### src/rtl/afr_pkg.sv
package afr_pkg;

  // register offsets (7-bit serial address space)
  localparam logic [6:0] ADDR_LONG_BYTE7   = 7'h69;
  localparam logic [6:0] ADDR_LONG_BYTE8   = 7'h6a;
  localparam logic [6:0] ADDR_SHORT0_LOW   = 7'h6b;
  localparam logic [6:0] ADDR_SHORT0_HIGH  = 7'h6c;
  localparam logic [6:0] ADDR_SHORT1_LOW   = 7'h6d;
  localparam logic [6:0] ADDR_SHORT1_HIGH  = 7'h6e;
  localparam logic [6:0] ADDR_REJ_CNT_LOW  = 7'h6f;
  localparam logic [6:0] ADDR_REJ_CNT_HIGH = 7'h70;
  localparam logic [6:0] ADDR_TX_FIFO      = 7'h7e;
  localparam logic [6:0] ADDR_RX_FIFO      = 7'h7f;
  localparam logic [6:0] ADDR_ONE          = 7'h01;

  // read/write match registers, indexed from the first one
  localparam int         RW_COUNT   = 6;
  localparam logic [7:0] REG_RESET  = 8'h00;
  localparam logic [7:0] READ_ZERO  = 8'h00;

  // filter control fields
  localparam int         FC_LONG_EN_BIT   = 2;
  localparam int         FC_SHORT0_EN_BIT = 3;
  localparam int         FC_SHORT1_EN_BIT = 4;
  localparam int         FC_MASK_LSB      = 5;
  localparam int         FC_MASK_MSB      = 7;
  localparam logic [7:0] FILTER_OFF       = 8'h00;

  // rejected packet counter
  localparam logic [9:0] REJ_CNT_MAX  = 10'h3ff;
  localparam logic [9:0] REJ_CNT_ZERO = 10'h000;
  localparam logic [9:0] REJ_CNT_ONE  = 10'h001;

  // serial framing
  localparam logic [2:0] BIT_FIRST = 3'h0;
  localparam logic [2:0] BIT_LAST  = 3'h7;
  localparam logic [2:0] BIT_ONE   = 3'h1;

  typedef enum logic [1:0] {
    ST_IDLE,
    ST_ADDR,
    ST_DATA
  } afr_state_t;

endpackage : afr_pkg

### src/rtl/afr_spi_filter_regs.sv
// Behaviour
// [RULE1] long address bytes 7 and 8 at 0x69/0x6a, used only with long check enabled
// [RULE2] short address zero from 0x6b low and 0x6c high, used when enable bit 3 set
// [RULE3] short address one from 0x6d low and 0x6e high, used when enable bit 4 set
// [RULE4] count rejected packets, read-only low/high bytes, saturating at 1023
// [RULE5] phy reset clears the rejected packet count
// [RULE6] filter control equal to zero clears the rejected packet count
// [RULE7] match registers reset to zero and are read/write; count bytes read-only
// [RULE8] serial slave on host clock, single and burst register and fifo access
// [RULE9] a written byte commits on the clock rise that samples its last bit
// [RULE10] chip select rising mid-write leaves the target register untouched
// [RULE11] chip select low keeps burst; address advances by one per byte
// [RULE12] chip select rising before the last bit aborts the byte
// [RULE13] fifo windows 0x7e and 0x7f hold the address through a burst
// [RULE14] host reads one extra byte from receive fifo in older packet mode; not implemented, 0x7f reads pop one entry per byte only
// [RULE15] enabled short check accepts only equal destination short address
// [RULE16] long check skips the low bytes counted by the three-bit mask
// [RULE17] address byte with direction bit first, msb first, opposite clock edges; the code takes the direction bit last
// [RULE18] count high byte is captured with low byte so reads stay consistent
`timescale 1ns/1ps
module afr_spi_filter_regs #(
  parameter int DATA_W    = 8,
  parameter int BUF_DEPTH = 2
) (
  // clock and reset
  input  wire logic              i_clk,
  input  wire logic              i_resetn,
  // serial link
  input  wire logic              i_sclk,
  input  wire logic              i_chip_select_n,
  input  wire logic              i_mosi,
  output logic                   o_miso,
  output logic                   o_miso_oe,
  // rest of the filter bank
  input  wire logic [7:0]        i_filter_control_reg,
  input  wire logic [47:0]       i_long_addr_low,
  input  wire logic              i_phy_reset,
  // received packet destination
  input  wire logic              i_rx_pkt_valid,
  input  wire logic              i_rx_dst_is_long,
  input  wire logic [15:0]       i_rx_dst_short,
  input  wire logic [63:0]       i_rx_dst_long,
  output logic                   o_rx_accept,
  output logic                   o_rx_discard,
  // transmit fifo stream
  output logic                   o_txf_valid,
  output logic [DATA_W-1:0]      o_txf_data,
  input  wire logic              i_txf_ready,
  output logic                   o_txf_overrun,
  // receive fifo stream
  input  wire logic              i_rxf_valid,
  input  wire logic [DATA_W-1:0] i_rxf_data,
  output logic                   o_rxf_ready
);

  localparam int PTR_W = (BUF_DEPTH > 1) ? $clog2(BUF_DEPTH) : 1;
  localparam int CNT_W = $clog2(BUF_DEPTH + 1);
  localparam logic [PTR_W-1:0] PTR_LAST = PTR_W'(BUF_DEPTH - 1);
  localparam logic [PTR_W-1:0] PTR_ZERO = '0;
  localparam logic [CNT_W-1:0] CNT_FULL = CNT_W'(BUF_DEPTH);
  localparam logic [CNT_W-1:0] CNT_ZERO = '0;
  localparam logic [CNT_W-1:0] CNT_ONE  = CNT_W'(1);
  // byte lanes of the long match address
  localparam int LONG_BYTES = 8;
  localparam int BYTE_W     = 8;

  // input synchronisers
  logic       sclk_s1_ff;
  logic       sclk_s2_ff;
  logic       sclk_d_ff;
  logic       csn_s1_ff;
  logic       csn_s2_ff;
  logic       mosi_s1_ff;
  logic       mosi_s2_ff;

  // serial engine
  afr_pkg::afr_state_t state_ff;
  logic [2:0] bit_cnt_ff;
  logic [6:0] shift_in_ff;
  logic [6:0] addr_ff;
  logic       is_write_ff;
  logic       load_pend_ff;
  logic [7:0] shift_out_ff;
  logic       miso_oe_ff;

  // register bank
  logic [7:0] rw_ff [afr_pkg::RW_COUNT];
  logic [9:0] rej_cnt_ff;
  logic [1:0] rej_hi_shadow_ff;
  logic       accept_ff;
  logic       discard_ff;
  logic       overrun_ff;

  // transmit buffer
  logic [DATA_W-1:0] buf_ff [BUF_DEPTH];
  logic [PTR_W-1:0]  wr_ptr_ff;
  logic [PTR_W-1:0]  rd_ptr_ff;
  logic [CNT_W-1:0]  buf_cnt_ff;

  logic       sclk_rise;
  logic       sclk_fall;
  logic       cs_active;
  logic       byte_done;
  logic [7:0] byte_in;
  logic       wr_commit;
  logic       rxf_pop;
  logic [6:0] nxt_addr;
  logic       buf_in_ready;
  logic       buf_push;
  logic       buf_pop;
  logic       pkt_accept;
  logic       txf_write;
  logic       rd_next;

  function automatic logic is_rw_addr(input logic [6:0] a);
    return (a >= afr_pkg::ADDR_LONG_BYTE7) && (a <= afr_pkg::ADDR_SHORT1_HIGH);
  endfunction : is_rw_addr

  function automatic int rw_index(input logic [6:0] a);
    return int'(a - afr_pkg::ADDR_LONG_BYTE7);
  endfunction : rw_index

  function automatic logic [PTR_W-1:0] ptr_next(input logic [PTR_W-1:0] p);
    return (p == PTR_LAST) ? PTR_ZERO : PTR_W'(p + PTR_W'(1));
  endfunction : ptr_next

  function automatic logic is_fifo_addr(input logic [6:0] a);
    return (a == afr_pkg::ADDR_TX_FIFO) || (a == afr_pkg::ADDR_RX_FIFO);
  endfunction : is_fifo_addr

  // sample the host signals into the local clock
  always_ff @(posedge i_clk) begin
    if (!i_resetn) begin
      sclk_s1_ff <= 1'b0;
      sclk_s2_ff <= 1'b0;
      sclk_d_ff  <= 1'b0;
      csn_s1_ff  <= 1'b1;
      csn_s2_ff  <= 1'b1;
      mosi_s1_ff <= 1'b0;
      mosi_s2_ff <= 1'b0;
    end else begin
      sclk_s1_ff <= i_sclk;
      sclk_s2_ff <= sclk_s1_ff;
      sclk_d_ff  <= sclk_s2_ff;
      csn_s1_ff  <= i_chip_select_n;
      csn_s2_ff  <= csn_s1_ff;
      mosi_s1_ff <= i_mosi;
      mosi_s2_ff <= mosi_s1_ff;
    end
  end

  assign sclk_rise = sclk_s2_ff && !sclk_d_ff;
  assign sclk_fall = !sclk_s2_ff && sclk_d_ff;
  assign cs_active = !csn_s2_ff;
  // a byte only completes on the rise of its last bit with select still low
  assign byte_done = cs_active && sclk_rise && (bit_cnt_ff == afr_pkg::BIT_LAST); // see [RULE12]
  assign byte_in   = {shift_in_ff, mosi_s2_ff};
  assign wr_commit = byte_done && (state_ff == afr_pkg::ST_DATA) && is_write_ff; // see [RULE9]
  assign rxf_pop   = byte_done && (state_ff == afr_pkg::ST_DATA) && !is_write_ff
                     && (addr_ff == afr_pkg::ADDR_RX_FIFO) && i_rxf_valid;
  assign o_rxf_ready = rxf_pop;
  // the byte that just ended is followed by a read byte
  assign rd_next   = byte_done && !(state_ff == afr_pkg::ST_ADDR ? mosi_s2_ff : is_write_ff);

  // fifo windows keep their address, others advance
  always_comb begin
    if (is_fifo_addr(addr_ff)) begin
      nxt_addr = addr_ff; // see [RULE13]
    end else begin
      nxt_addr = 7'(addr_ff + afr_pkg::ADDR_ONE); // see [RULE11]
    end
  end

  // framing: address byte then data bytes, msb first on rising edges
  always_ff @(posedge i_clk) begin
    if (!i_resetn) begin
      state_ff    <= afr_pkg::ST_IDLE;
      bit_cnt_ff  <= afr_pkg::BIT_FIRST;
      shift_in_ff <= 7'h00;
      addr_ff     <= 7'h00;
      is_write_ff <= 1'b0;
    end else if (!cs_active) begin
      state_ff   <= afr_pkg::ST_IDLE; // see [RULE10]
      bit_cnt_ff <= afr_pkg::BIT_FIRST; // see [RULE12]
    end else begin
      if (state_ff == afr_pkg::ST_IDLE) begin
        state_ff <= afr_pkg::ST_ADDR; // see [RULE8]
      end
      if (sclk_rise && (state_ff != afr_pkg::ST_IDLE)) begin
        shift_in_ff <= byte_in[6:0]; // see [RULE17]
        bit_cnt_ff  <= 3'(bit_cnt_ff + afr_pkg::BIT_ONE);
      end
      if (byte_done && (state_ff == afr_pkg::ST_ADDR)) begin
        addr_ff     <= shift_in_ff; // see [RULE17]
        is_write_ff <= mosi_s2_ff;
        state_ff    <= afr_pkg::ST_DATA;
      end else if (byte_done && (state_ff == afr_pkg::ST_DATA)) begin
        addr_ff <= nxt_addr; // see [RULE11]
      end
    end
  end

  // read data: loaded one cycle after a byte ends, shifted out on falling edges
  always_ff @(posedge i_clk) begin
    if (!i_resetn) begin
      load_pend_ff     <= 1'b0;
      shift_out_ff     <= afr_pkg::READ_ZERO;
      miso_oe_ff       <= 1'b0;
      rej_hi_shadow_ff <= 2'h0;
    end else begin
      load_pend_ff <= rd_next;
      miso_oe_ff   <= cs_active && (state_ff == afr_pkg::ST_DATA) && !is_write_ff;
      if (load_pend_ff) begin
        if (is_rw_addr(addr_ff)) begin
          shift_out_ff <= rw_ff[rw_index(addr_ff)]; // see [RULE7]
        end else if (addr_ff == afr_pkg::ADDR_REJ_CNT_LOW) begin
          shift_out_ff     <= rej_cnt_ff[7:0]; // see [RULE4]
          rej_hi_shadow_ff <= rej_cnt_ff[9:8]; // see [RULE18]
        end else if (addr_ff == afr_pkg::ADDR_REJ_CNT_HIGH) begin
          shift_out_ff <= {6'h00, rej_hi_shadow_ff}; // see [RULE18]
        end else if ((addr_ff == afr_pkg::ADDR_RX_FIFO) && i_rxf_valid) begin
          shift_out_ff <= i_rxf_data; // see [RULE8]
        end else begin
          shift_out_ff <= afr_pkg::READ_ZERO;
        end
      end else if (sclk_fall && cs_active && (bit_cnt_ff != afr_pkg::BIT_FIRST)) begin
        shift_out_ff <= {shift_out_ff[6:0], 1'b0}; // see [RULE17]
      end
    end
  end

  assign o_miso    = shift_out_ff[7];
  assign o_miso_oe = miso_oe_ff;

  // match registers, written only by a completed byte
  generate
    for (genvar g = 0; g < afr_pkg::RW_COUNT; g++) begin : g_rw
      always_ff @(posedge i_clk) begin
        if (!i_resetn) begin
          rw_ff[g] <= afr_pkg::REG_RESET; // see [RULE7]
        end else if (wr_commit && is_rw_addr(addr_ff) && (rw_index(addr_ff) == g)) begin
          rw_ff[g] <= byte_in; // see [RULE9]
        end
      end
    end
  endgenerate

  // address check against the programmed match values
  always_comb begin
    logic        long_ok;
    logic [2:0]  mask;
    logic [63:0] long_val;
    logic        sh0_en;
    logic        sh1_en;
    long_ok  = 1'b1;
    mask     = i_filter_control_reg[afr_pkg::FC_MASK_MSB:afr_pkg::FC_MASK_LSB];
    long_val = {rw_ff[1], rw_ff[0], i_long_addr_low}; // see [RULE1]
    sh0_en   = i_filter_control_reg[afr_pkg::FC_SHORT0_EN_BIT];
    sh1_en   = i_filter_control_reg[afr_pkg::FC_SHORT1_EN_BIT];
    for (int b = 0; b < LONG_BYTES; b++) begin
      if ((3'(b) >= mask)
          && (long_val[b*BYTE_W +: BYTE_W] != i_rx_dst_long[b*BYTE_W +: BYTE_W])) begin
        long_ok = 1'b0; // see [RULE16]
      end
    end
    if (i_rx_dst_is_long) begin
      pkt_accept = !i_filter_control_reg[afr_pkg::FC_LONG_EN_BIT] || long_ok; // see [RULE1]
    end else begin
      pkt_accept = !(sh0_en || sh1_en)
        || (sh0_en && (i_rx_dst_short == {rw_ff[3], rw_ff[2]})) // see [RULE2] [RULE15]
        || (sh1_en && (i_rx_dst_short == {rw_ff[5], rw_ff[4]})); // see [RULE3] [RULE15]
    end
  end

  always_ff @(posedge i_clk) begin
    if (!i_resetn) begin
      accept_ff  <= 1'b0;
      discard_ff <= 1'b0;
    end else begin
      accept_ff  <= i_rx_pkt_valid && pkt_accept;
      discard_ff <= i_rx_pkt_valid && !pkt_accept;
    end
  end

  assign o_rx_accept  = accept_ff;
  assign o_rx_discard = discard_ff;

  // rejected packet counter
  always_ff @(posedge i_clk) begin
    if (!i_resetn) begin
      rej_cnt_ff <= afr_pkg::REJ_CNT_ZERO; // see [RULE7]
    end else if (i_phy_reset) begin
      rej_cnt_ff <= afr_pkg::REJ_CNT_ZERO; // see [RULE5]
    end else if (i_filter_control_reg == afr_pkg::FILTER_OFF) begin
      rej_cnt_ff <= afr_pkg::REJ_CNT_ZERO; // see [RULE6]
    end else if (discard_ff && (rej_cnt_ff != afr_pkg::REJ_CNT_MAX)) begin
      rej_cnt_ff <= 10'(rej_cnt_ff + afr_pkg::REJ_CNT_ONE); // see [RULE4]
    end
  end

  // two-entry transmit buffer in front of the transmit fifo
  assign buf_in_ready = (buf_cnt_ff != CNT_FULL);
  assign txf_write    = wr_commit && (addr_ff == afr_pkg::ADDR_TX_FIFO); // see [RULE13]
  assign buf_push     = txf_write && buf_in_ready;
  assign buf_pop      = o_txf_valid && i_txf_ready;
  assign o_txf_valid  = (buf_cnt_ff != CNT_ZERO);

  always_ff @(posedge i_clk) begin
    if (!i_resetn) begin
      wr_ptr_ff  <= PTR_ZERO;
      rd_ptr_ff  <= PTR_ZERO;
      buf_cnt_ff <= CNT_ZERO;
    end else begin
      if (buf_push) begin
        buf_ff[wr_ptr_ff] <= byte_in; // see [RULE13]
        wr_ptr_ff         <= ptr_next(wr_ptr_ff);
      end
      if (buf_pop) begin
        rd_ptr_ff <= ptr_next(rd_ptr_ff);
      end
      if (buf_push && !buf_pop) begin
        buf_cnt_ff <= CNT_W'(buf_cnt_ff + CNT_ONE);
      end else if (buf_pop && !buf_push) begin
        buf_cnt_ff <= CNT_W'(buf_cnt_ff - CNT_ONE);
      end
    end
  end

  assign o_txf_data = buf_ff[rd_ptr_ff];

  // sticky overrun: a transmit byte arrived while the buffer was full
  always_ff @(posedge i_clk) begin
    if (!i_resetn) begin
      overrun_ff <= 1'b0;
    end else if (txf_write && !buf_in_ready) begin
      overrun_ff <= 1'b1;
    end else if (i_phy_reset) begin
      overrun_ff <= 1'b0;
    end
  end

  assign o_txf_overrun = overrun_ff;

endmodule : afr_spi_filter_regs

### config.mk
export PLATFORM = sky130hd
export DESIGN_NAME = afr_spi_filter_regs
export DESIGN_NICKNAME = d
export VERILOG_FILES = /design/src/rtl/afr_pkg.sv /design/src/rtl/afr_spi_filter_regs.sv
export SDC_FILE = /design/constraint.sdc
export NUM_CORES = 1
export LEC_CHECK = 0
export ABC_AREA = 1
export BUFFER_PORTS_ARGS = -buffer_cell sky130_fd_sc_hd__buf_2
export CORE_ASPECT_RATIO = 0.7
export CORE_MARGIN = 8
export CORE_UTILIZATION = 45
export CTS_BUF_LIST = sky130_fd_sc_hd__clkbuf_8
export CTS_CLUSTER_DIAMETER = 100
export DETAILED_ROUTE_END_ITERATION = 10
export GPL_TIMING_DRIVEN = 0
export PLACE_DENSITY = 0.79
export RECOVER_POWER = 50
export SLEW_MARGIN = 20
export SYNTH_ARGS = -nofsm -noshare
export SYNTH_HDL_FRONTEND = slang
export SYNTH_SLANG_ARGS = --single-unit
### constraint.sdc
create_clock -name i_clk -period 6.65 [get_ports i_clk]
set_input_delay 0.665 -clock i_clk [delete_from_list [all_inputs] [get_ports i_clk]]
set_output_delay 0.665 -clock i_clk [all_outputs]
set_load 0.02 [all_outputs]
==> impl_metrics.tcl, run 1 <==
set metrics [dict create \
    fin_crit_ps 4120 \
    final_nets 1245 \
    cts_setup_buffers 0 \
    avgSynthCellArea_um2 7.86 \
    power.density_nw_per_um2 205 \
    fin_tns_setup_ps 0 \
    synth_common_cells "nand2_1 (183), nor2_1 (117), inv_1 (109), o21ai_0 (82), edfxtp_1 (64)" \
    synth-seq-cells 121 \
    die_w_um 165 \
    cts_root_buf "clkbuf_8" \
    ios 169 \
    crit_path_max_incr_delay_ps 690 \
    cts_tree "yes" \
    first_pass_iters 5 \
    io_buffer_count 166 \
    final_util_pct 55.0 \
    fp-row-count 38 \
    r2r-start "addr_ff[0]$_SDFFE_PN0P_" \
    grt_max_degree 17 \
    cpMaxStageDelayCell "xnor2_1" \
    initial_core_util_pct 45.7 \
    netlist_area_um2 7030 \
    synth_top_area_share_pct 27.3 \
    dpl.hpwl_mm 16.9 \
    ant_nets 0 \
    h-tree-depth 4 \
    num_antenna_cells 0 \
    synth_edf_count 64 \
    rsz0062_at_grt "false" \
    route.detailed.wl_per_inst_um 16.3 \
    drc 0 \
    syn_to_final_growth_pct 20.4 \
    ff2ff_path_depth 9 \
    synthArstFlopShare_pct 0 \
    vias 6690 \
    min_to "mosi_s1_ff$_SDFF_PN0_" \
    hp-class "in -> reg" \
    synth_cell_types 46 \
    numCtsBuffers 17 \
    grt_pass1_vias 6395 \
    seq_power_share_pct 47.2 \
    drive_gt1_share_pct 19.1 \
    clkPwrFrac_pct 41.7 \
    hold_viol_final 0 \
    comb_power_share_pct 11.1 \
    ys_seq_area_share_pct 43.5 \
    synth_top_area_cell "edfxtp_1" \
    crit_fanout 12 \
    setup_viol 0 \
    rr_endpoint "rw_ff[2][3]$_SDFFCE_PN0P_" \
    min_period_over_period_pct 61.9 \
    dieArea_um2 20000 \
    ys.flop_type "edfxtp_1" \
    power_switching_uw 434 \
    routabilityCongestion 0.954 \
    postCtsHoldBufs 0 \
    fin_skew_ps 10.7 \
    grt_pass1_wl_mm 31.9 \
    dieHeight_um 121 \
    grt_antenna_before_repair 1 \
    cp_cell_sequence "clkbuf_1 -> inv_1 -> clkbuf_1 -> ha_1 -> xnor2_1 -> nand3_1 -> nor2_1 -> nand4_1 -> nor2_1" \
    core_um2 15400 \
    totalWireLength_mm 21.1 \
    insertion_delay_ps 450 \
    min_path_cells 3 \
    path_clk_slew_ps 80 \
    yosys_warnings 0 \
    max_cap_viol_count 0 \
    grt.total_usage_pct 20.7 \
    maxSlewViolCount 0 \
    swShare_pct 25.0 \
    cp-start-kind "flip-flop" \
    internal_power_uw 1300 \
    via_per_inst 5.17 \
    status "finished, final reports clean" \
    p_leak_uw 0.00357 \
    relSlewSlack_pct 41.3 \
    postSynthCellCount 895 \
    hp-start "i_mosi" \
    tightest_slew_ps 874 \
    critPathKind "reg -> reg" \
    overflow 0 \
    peakVddDrop_mv 0.144 \
    critPathArrivalTime_ps 4410 \
    cts_resized 0 \
    rrSetupSlack_ps 2530 \
    ys_top_cells_by_area "edfxtp_1 (27%), dfxtp_1 (16%), nand2_1 (9.8%)" \
    cts_sinks 121 \
    max_freq_mhz 243 \
    cts_buffer_depth 2 \
    endpoint_kind "flip-flop" \
    synth.most_common_cell "nand2_1" \
    synth_nets 1060 \
    drt_iter0_drc 632 \
    cp_data_required_time_ps 6940 \
]
## cells in the final DEF (no fill, tap or decap), drive strengths merged
cell      instances
o22ai            11
xor2             13
clkbuf           48
nand3            42
ha               11
a2111oi           1
or2               5
nand2           184
a32oi             1
nor2            122
a211oi            4
inv             118
a31oi             5
edfxtp           64
nand3b            1
nor3b             1
o21ai            84
o221ai            1
clkinv            6
o21bai            1
mux2              8
buf             156
o2111ai           1
o211ai            6
mux2i             1
a21boi            1
clkinvlp          2
nor3             12
xnor2            56
a21oi            43
nor4              1
o21a              1
bufinv            4
nand4            21
dfxtp            57
## flip-flops by register name, summed over array words and instances, names as in the netlist, 2 cells and up, named ones only
signal,flops
rej_cnt_ff,10
bit_cnt_ff,3
rw_ff,48
addr_ff,7
shift_out_ff,8
state_ff,2
rej_hi_shadow_ff,2
buf_ff,16
buf_cnt_ff,2
shift_in_ff,7
## cell type report
type                            count  area [µm²]
Sequential cell                   121        3060
Tap cell                          200         250
Multi-Input combinational cell    638        3380
Clock buffer                       17         234
Timing Repair Buffer              166         812
Fill cell                        1468        6940
Buffer                             21        96.3
Clock inverter                     15         200
Inverter                          115         432
## metrics by stage
| stage | hold WS [ps] | power (µW) | setup slack, ps | cells | instance area, µm² |
|---|---|---|---|---|---|
| after floorplan | 390 | 938 | 4010 | 895 | 7030 |
| after global placement | 394 | 1020 | 3150 | 1261 | 8120 |
| after detailed placement | 400 | 1030 | 3040 | 1261 | 8120 |
| after CTS | 385 | 1740 | 3020 | 1293 | 8550 |
| after global routing | 410 | 1790 | 2330 | 1293 | 8470 |
| final | 397 | 1730 | 2530 | 1293 | 8470 |
## cell families (layout without fill, tap and decap cells)
family,after synthesis,after routing,synth area share [%]
and+or+nand+nor,389,389,24.3
adders and majority gates,11,11,1.96
buffers and inverters,136,334,7.58
xor gates and xnor gates,69,69,8.70
AOI/OAI and AO/OA,160,160,12.5
muxes,9,9,1.42
DFF,121,121,43.5
## metal layers
| layer | GRT usage [%] | vias to the layer above | wire, µm |
|---|---|---|---|
| li1 | - | 3328 | - |
| met3 | 6.11 | 19 | 2600 |
| met4 | 5.17 | 2 | 227 |
| met1 | 25.6 | 3013 | 8500 |
| met5 | 0 | - | 10 |
| met2 | 34.7 | 328 | 9750 |
## power by group through the flow
stage               registers, µW  clock network, µW  logic [µW]
global route                  820                761         213
CTS                           818                727         195
finish                        818                724         193
global placement              834                  0         190
detailed placement            835                  0         193
floorplan                     830                  0         108
## critical path, delay by kind of cell, from the launching register on
| kind | cells | cell delay (ps) |
|---|---|---|
| AND/OR/NAND/NOR | 4 | 1480 |
| flip-flops | 1 | 400 |
| XOR/XNOR | 1 | 690 |
| adder cells (fa/ha/maj) | 1 | 340 |
| buffers and inverters | 3 | 1040 |
## how the worst max path moves through the flow
stage,endpoint,from,slack [ps]
2_1_floorplan,buf_ff[0][0]$_DFFE_PP_,addr_ff[0]$_SDFFE_PN0P_,4010
3_3_place_gp,buf_ff[0][2]$_DFFE_PP_,addr_ff[0]$_SDFFE_PN0P_,3150
6_report,rw_ff[2][3]$_SDFFCE_PN0P_,addr_ff[0]$_SDFFE_PN0P_,2530
5_1_grt,rw_ff[2][1]$_SDFFCE_PN0P_,addr_ff[0]$_SDFFE_PN0P_,2330
4_1_cts,buf_ff[0][3]$_DFFE_PP_,addr_ff[0]$_SDFFE_PN0P_,3020
3_5_place_dp,buf_ff[0][2]$_DFFE_PP_,addr_ff[0]$_SDFFE_PN0P_,3040
(Power assumes the default switching activity.)
==> run 2, diff against run 1 <==
--- a/config.mk
+++ b/config.mk
@@ -14,7 +14,7 @@
 export CTS_CLUSTER_DIAMETER = 100
 export DETAILED_ROUTE_END_ITERATION = 10
 export GPL_TIMING_DRIVEN = 0
-export PLACE_DENSITY = 0.79
+export PLACE_DENSITY = 0.82
 export RECOVER_POWER = 50
 export SLEW_MARGIN = 20
 export SYNTH_ARGS = -nofsm -noshare
==> constraint.sdc (replaced) <==
create_clock -name i_clk -period 3.7 [get_ports i_clk]
set_input_delay 0.37 -clock i_clk [delete_from_list [all_inputs] [get_ports i_clk]]
set_output_delay 0.37 -clock i_clk [all_outputs]
set_load 0.02 [all_outputs]
==> run 2 against run 1 <==
Net effect:
- clock skew up 1.3 ps
- die area unchanged
- non-clock buffer count unchanged
- cell count about the same
- largest power group unchanged
==> impl_metrics.tcl, run 2 (synthesis results as in run 1) <==
set metrics [dict create \
    tightest_slew_ps 698 \
    grt_pass1_vias 6478 \
    cts_sinks 121 \
    ios 169 \
    top_regs "rw_ff x48, buf_ff x16, rej_cnt_ff x10" \
    grt.total_usage_pct 21.3 \
    numCtsBuffers 17 \
    cts_root_buf "clkbuf_8" \
    cts_resized 0 \
    cts_tree "yes" \
    dieArea_um2 20000 \
    hp-start "i_sclk" \
    grt_pass1_wl_mm 33.0 \
    rr_endpoint "rw_ff[1][0]$_SDFFCE_PN0P_" \
    peakVddDrop_mv 0.313 \
    critPathArrivalTime_ps 3600 \
    final_common_cell "nand2_1" \
    ff2ff_path_depth 12 \
    min_to "sclk_s1_ff$_SDFF_PN0_" \
    die_w_um 165 \
    hp-class "in -> reg" \
    dieHeight_um 121 \
    p_total_uw 2990 \
    via_per_inst 5.25 \
    drc 0 \
    critPathKind "reg -> reg" \
    path_clk_slew_ps 70 \
    route.detailed.wl_per_inst_um 16.7 \
    drive_gt1_share_pct 19.4 \
    routabilityCongestion 0.970 \
    rrSetupSlack_ps 370 \
    startpoint "addr_ff[0]$_SDFFE_PN0P_" \
    maxSlewViolCount 0 \
    fin_crit_ps 3330 \
    regMostFlops "rw_ff" \
    fp-row-count 38 \
    power.density_nw_per_um2 355 \
    min_path_cells 3 \
    cp-start-kind "flip-flop" \
    ant_nets 0 \
    relSlewSlack_pct 53.3 \
    cp_data_required_time_ps 3980 \
    fin_tns_setup_ps 0 \
    initial_core_util_pct 45.7 \
    overflow 0 \
    insertion_delay_ps 440 \
    final_nets 1245 \
    endpoint_kind "flip-flop" \
    syn_to_final_growth_pct 19.7 \
    min_period_over_period_pct 90.0 \
    r2r-start "addr_ff[0]$_SDFFE_PN0P_" \
    max_freq_mhz 300 \
    cts_buffer_depth 2 \
    dpl.hpwl_mm 17.3 \
    setup_viol 0 \
    hold_viol_final 0 \
    largest_reg_flops 48 \
    cts_setup_buffers 0 \
    io_buffer_count 166 \
    mostFrequentLayoutCells "nand2_1 (183), buf_2 (153), nor2_1 (118)" \
    grt_antenna_before_repair 1 \
    max_cap_viol_count 0 \
    first_pass_iters 5 \
    grt_max_degree 17 \
    rsz0062_at_grt "false" \
    vias 6799 \
    fin_skew_ps 12.0 \
    h-tree-depth 4 \
    status "finished, final reports clean" \
    core_um2 15400 \
    totalWireLength_mm 21.6 \
    crit_fanout 12 \
    p_leak_uw 0.00353 \
    postCtsHoldBufs 0 \
    drt_iter0_drc 624 \
]
## run 2: cell types whose count changed in the layout (fill, tap and decap cells not counted), moves of 2 or more
cell and change:
bufinv_16 -2, nand4_1 +2, nand4_4 -2, clkinv_4 -2
## run 2: metal layers
metal  GRT usage (%)  routed length, µm  up-vias
met1            27.7               8750     3079
met5               0                  0        -
li1                -                  -     3329
met2            34.0               9700      348
met4            7.17                491        0
met3            5.43               2690       43
## run 2: layout make-up
type                            count  area (µm²)
Inverter                          115         432
Timing Repair Buffer              166         812
Sequential cell                   121        3060
Multi-Input combinational cell    638        3370
Tap cell                          200         250
Fill cell                        1426        6990
Buffer                             21         100
Clock buffer                       17         234
Antenna cell                        1        2.50
Clock inverter                     15         150
## run 2: worst max-delay path by stage
stage,endpoint,slack [ps],cells past startpoint
after detailed placement,buf_ff[0][2]$_DFFE_PP_,210,8
after floorplan,buf_ff[0][0]$_DFFE_PP_,1060,8
final,rw_ff[1][0]$_SDFFCE_PN0P_,370,12
after CTS,buf_ff[0][5]$_DFFE_PP_,220,8
after global routing,rw_ff[2][1]$_SDFFCE_PN0P_,240,12
after global placement,buf_ff[0][2]$_DFFE_PP_,250,8
## run 2: where the power goes
group / switching, µW / internal [µW] / leakage (µW)
sequential: 26.3 / 1440 / 0.00108
combinational: 188 / 157 / 0.00226
clock: 571 / 599 / 0.000192
total: 785 / 2200 / 0.00353
## run 2: metrics by stage
| stage | utilization, % | setup WS [ps] | area (µm²) | cells | hold slack, ps |
|---|---|---|---|---|---|
| 3_3_place_gp | 52.7 | 249 | 8120 | 1261 | 393 |
| 5_1_grt | 54.6 | 243 | 8420 | 1293 | 102 |
| 4_1_cts | 55.2 | 219 | 8500 | 1293 | 101 |
| 3_5_place_dp | 52.7 | 214 | 8120 | 1261 | 403 |
| 2_1_floorplan | - | 1060 | 7030 | 895 | 390 |
| 6_report | 54.6 | 371 | 8420 | 1294 | 119 |
## run 2: worst max-delay path, stage by stage, from the launching register on
cell and delay (ps):
dfxtp_1 340, buf_4 180, inv_2 140, clkbuf_1 520
ha_1 420, nand3b_1 150, o21ai_1 110, a21oi_4 210
inv_1 190, nor2_8 150, buf_6 160, nand4_1 340
nor2_1 230
==> run 3, diff against run 2 <==
--- a/config.mk
+++ b/config.mk
@@ -8,7 +8,6 @@
 export ABC_AREA = 1
 export BUFFER_PORTS_ARGS = -buffer_cell sky130_fd_sc_hd__buf_2
 export CORE_ASPECT_RATIO = 0.7
-export CORE_MARGIN = 8
 export CORE_UTILIZATION = 45
 export CTS_BUF_LIST = sky130_fd_sc_hd__clkbuf_8
 export CTS_CLUSTER_DIAMETER = 100
==> run 3 against run 2 <==
Net effect:
- clock-buffer cell count is the same
- combinational power grew 2%
- first-iteration DRC count shrank 20%
- register-to-register slack lost 90 ps
- hold slack lost 12 ps
- routed wire length shrank 5.0%
- non-clock buffer count is the same
- fmax shrank 2.6%
- clock power grew 7%
- cell count shrank 0.46%
- worst setup slack lost 88 ps
- critical endpoint is now rw_ff[4][7]$_SDFFCE_PN0P_
- highest routed layer unchanged
==> impl_metrics.tcl, run 3 (synthesis results as in run 1) <==
set metrics [dict create \
    internal_power_uw 2230 \
    fin_tns_setup_ps 0 \
    hold-worst-slack_ps 107 \
    routabilityCongestion 0.965 \
    dieHeight_um 107 \
    cts_buffer_depth 2 \
    p_leak_uw 0.00356 \
    insertion_delay_ps 450 \
    ios 169 \
    cpLargestDelayFamily "buffers and inverters" \
    fin_skew_ps 11.5 \
    pre_cts_slack_ps 216 \
    overflow 0 \
    crit_fanout 12 \
    grt_antenna_before_repair 0 \
    critPathArrivalTime_ps 3530 \
    core_um2 15000 \
    final_util_pct 56.4 \
    cts_root_buf "clkbuf_8" \
    swShare_pct 27.6 \
    critPathKind "reg -> reg" \
    grt.total_usage_pct 25.7 \
    cp-start-kind "flip-flop" \
    rsz0062_at_grt "false" \
    num_antenna_cells 0 \
    setup_viol 0 \
    dieArea_um2 16100 \
    hp-class "in -> reg" \
    mostFrequentLayoutCells "nand2_1 (183), buf_2 (153), nor2_1 (118)" \
    power_switching_uw 849 \
    final_common_cell "nand2_1" \
    dpl.hpwl_mm 16.1 \
    layout_setup_ws_ps 282 \
    dpl-instance-area_um2 8110 \
    max_cap_viol_count 0 \
    syn_to_final_growth_pct 20.2 \
    max_freq_mhz 293 \
    endpoint_kind "flip-flop" \
    cp_data_required_time_ps 3810 \
    min_period_over_period_pct 92.4 \
    cts_setup_buffers 0 \
    route.detailed.wl_per_inst_um 16.0 \
    fin_crit_ps 3420 \
    totalWireLength_mm 20.6 \
    fp-row-count 37 \
    status "finished, final reports clean" \
    seq_power_share_pct 47.8 \
    hold_viol_final 0 \
    relSlewSlack_pct 49.6 \
    largest_reg_flops 48 \
    drt_iter0_drc 497 \
    tightest_slew_ps 750 \
    grt_pass1_vias 6343 \
    die_w_um 151 \
    first_pass_iters 5 \
    comb_power_share_pct 11.5 \
    initial_core_util_pct 46.9 \
    cp_common_cell "nand3_1" \
    cts_tree "yes" \
    top_regs "rw_ff x48, buf_ff x16, rej_cnt_ff x10" \
    postCtsHoldBufs 0 \
    cp_num_buf_inv 4 \
    cpMaxStageDelayCell "xnor2_1" \
    cts_sinks 121 \
    clkPwrFrac_pct 40.7 \
    ant_nets 0 \
    crit_path_max_incr_delay_ps 610 \
    path_clk_slew_ps 80 \
    drive_gt1_share_pct 19.6 \
    maxSlewViolCount 0 \
    drc 0 \
    via_per_inst 5.37 \
    grt_max_degree 17 \
    h-tree-depth 4 \
    cts_resized 0 \
    io_buffer_count 166 \
    cp_cell_sequence "buf_4 -> inv_2 -> clkbuf_1 -> ha_1 -> xnor2_1 -> clkinv_1 -> nand3_1 -> nor2_2 -> nand3_1 -> nand2_1" \
    grt_pass1_wl_mm 31.1 \
    final_nets 1245 \
    regMostFlops "rw_ff" \
    vias 6912 \
    peakVddDrop_mv 0.291 \
    numCtsBuffers 17 \
    power.density_nw_per_um2 364 \
    fin_area_um2 8450 \
]
==> run 3: through the flow <==
| step | cells | total power (µW) |
|---|---|---|
| floorplan | 895 | 1690 |
| global placement | 1256 | 1840 |
| detailed placement | 1256 | 1850 |
| CTS | 1288 | 3080 |
| global route | 1288 | 3180 |
| finish | 1288 | 3080 |
==> run 3: layout make-up <==
cell class,count,area (µm²)
Clock inverter,15,178
Timing Repair Buffer,166,812
Inverter,115,432
Tap cell,195,244
Multi-Input combinational cell,638,3390
Buffer,21,100
Sequential cell,121,3060
Clock buffer,17,234
Fill cell,1384,6550
==> run 3: layer usage <==
metal	routed length, µm	global-route usage, %	part of all wire (%)
met4	432	8.79	2.1
met3	2500	6.89	12
met5	0	0	0
met2	9140	41.0	44
met1	8480	33.6	41
==> run 3: final timing paths <==
check	slack, ps	cells after the start	startpoint	to
setup / recovery	280	10	addr_ff[0]$_SDFFE_PN0P_	rw_ff[4][7]$_SDFFCE_PN0P_
setup reg to reg	280	10	addr_ff[0]$_SDFFE_PN0P_	rw_ff[4][7]$_SDFFCE_PN0P_
hold / removal	110	2	i_chip_select_n	csn_s1_ff$_SDFF_PN1_
hold reg to reg	420	1	csn_s1_ff$_SDFF_PN1_	csn_s2_ff$_SDFF_PN1_
==> run 3: power groups by stage <==
| stage | logic [µW] | registers (µW) | clock network (µW) |
|---|---|---|---|
| after CTS | 355 | 1470 | 1260 |
| after global routing | 391 | 1470 | 1320 |
| after floorplan | 194 | 1490 | 0 |
| after detailed placement | 352 | 1500 | 0 |
| after global placement | 344 | 1500 | 0 |
| final | 353 | 1470 | 1250 |
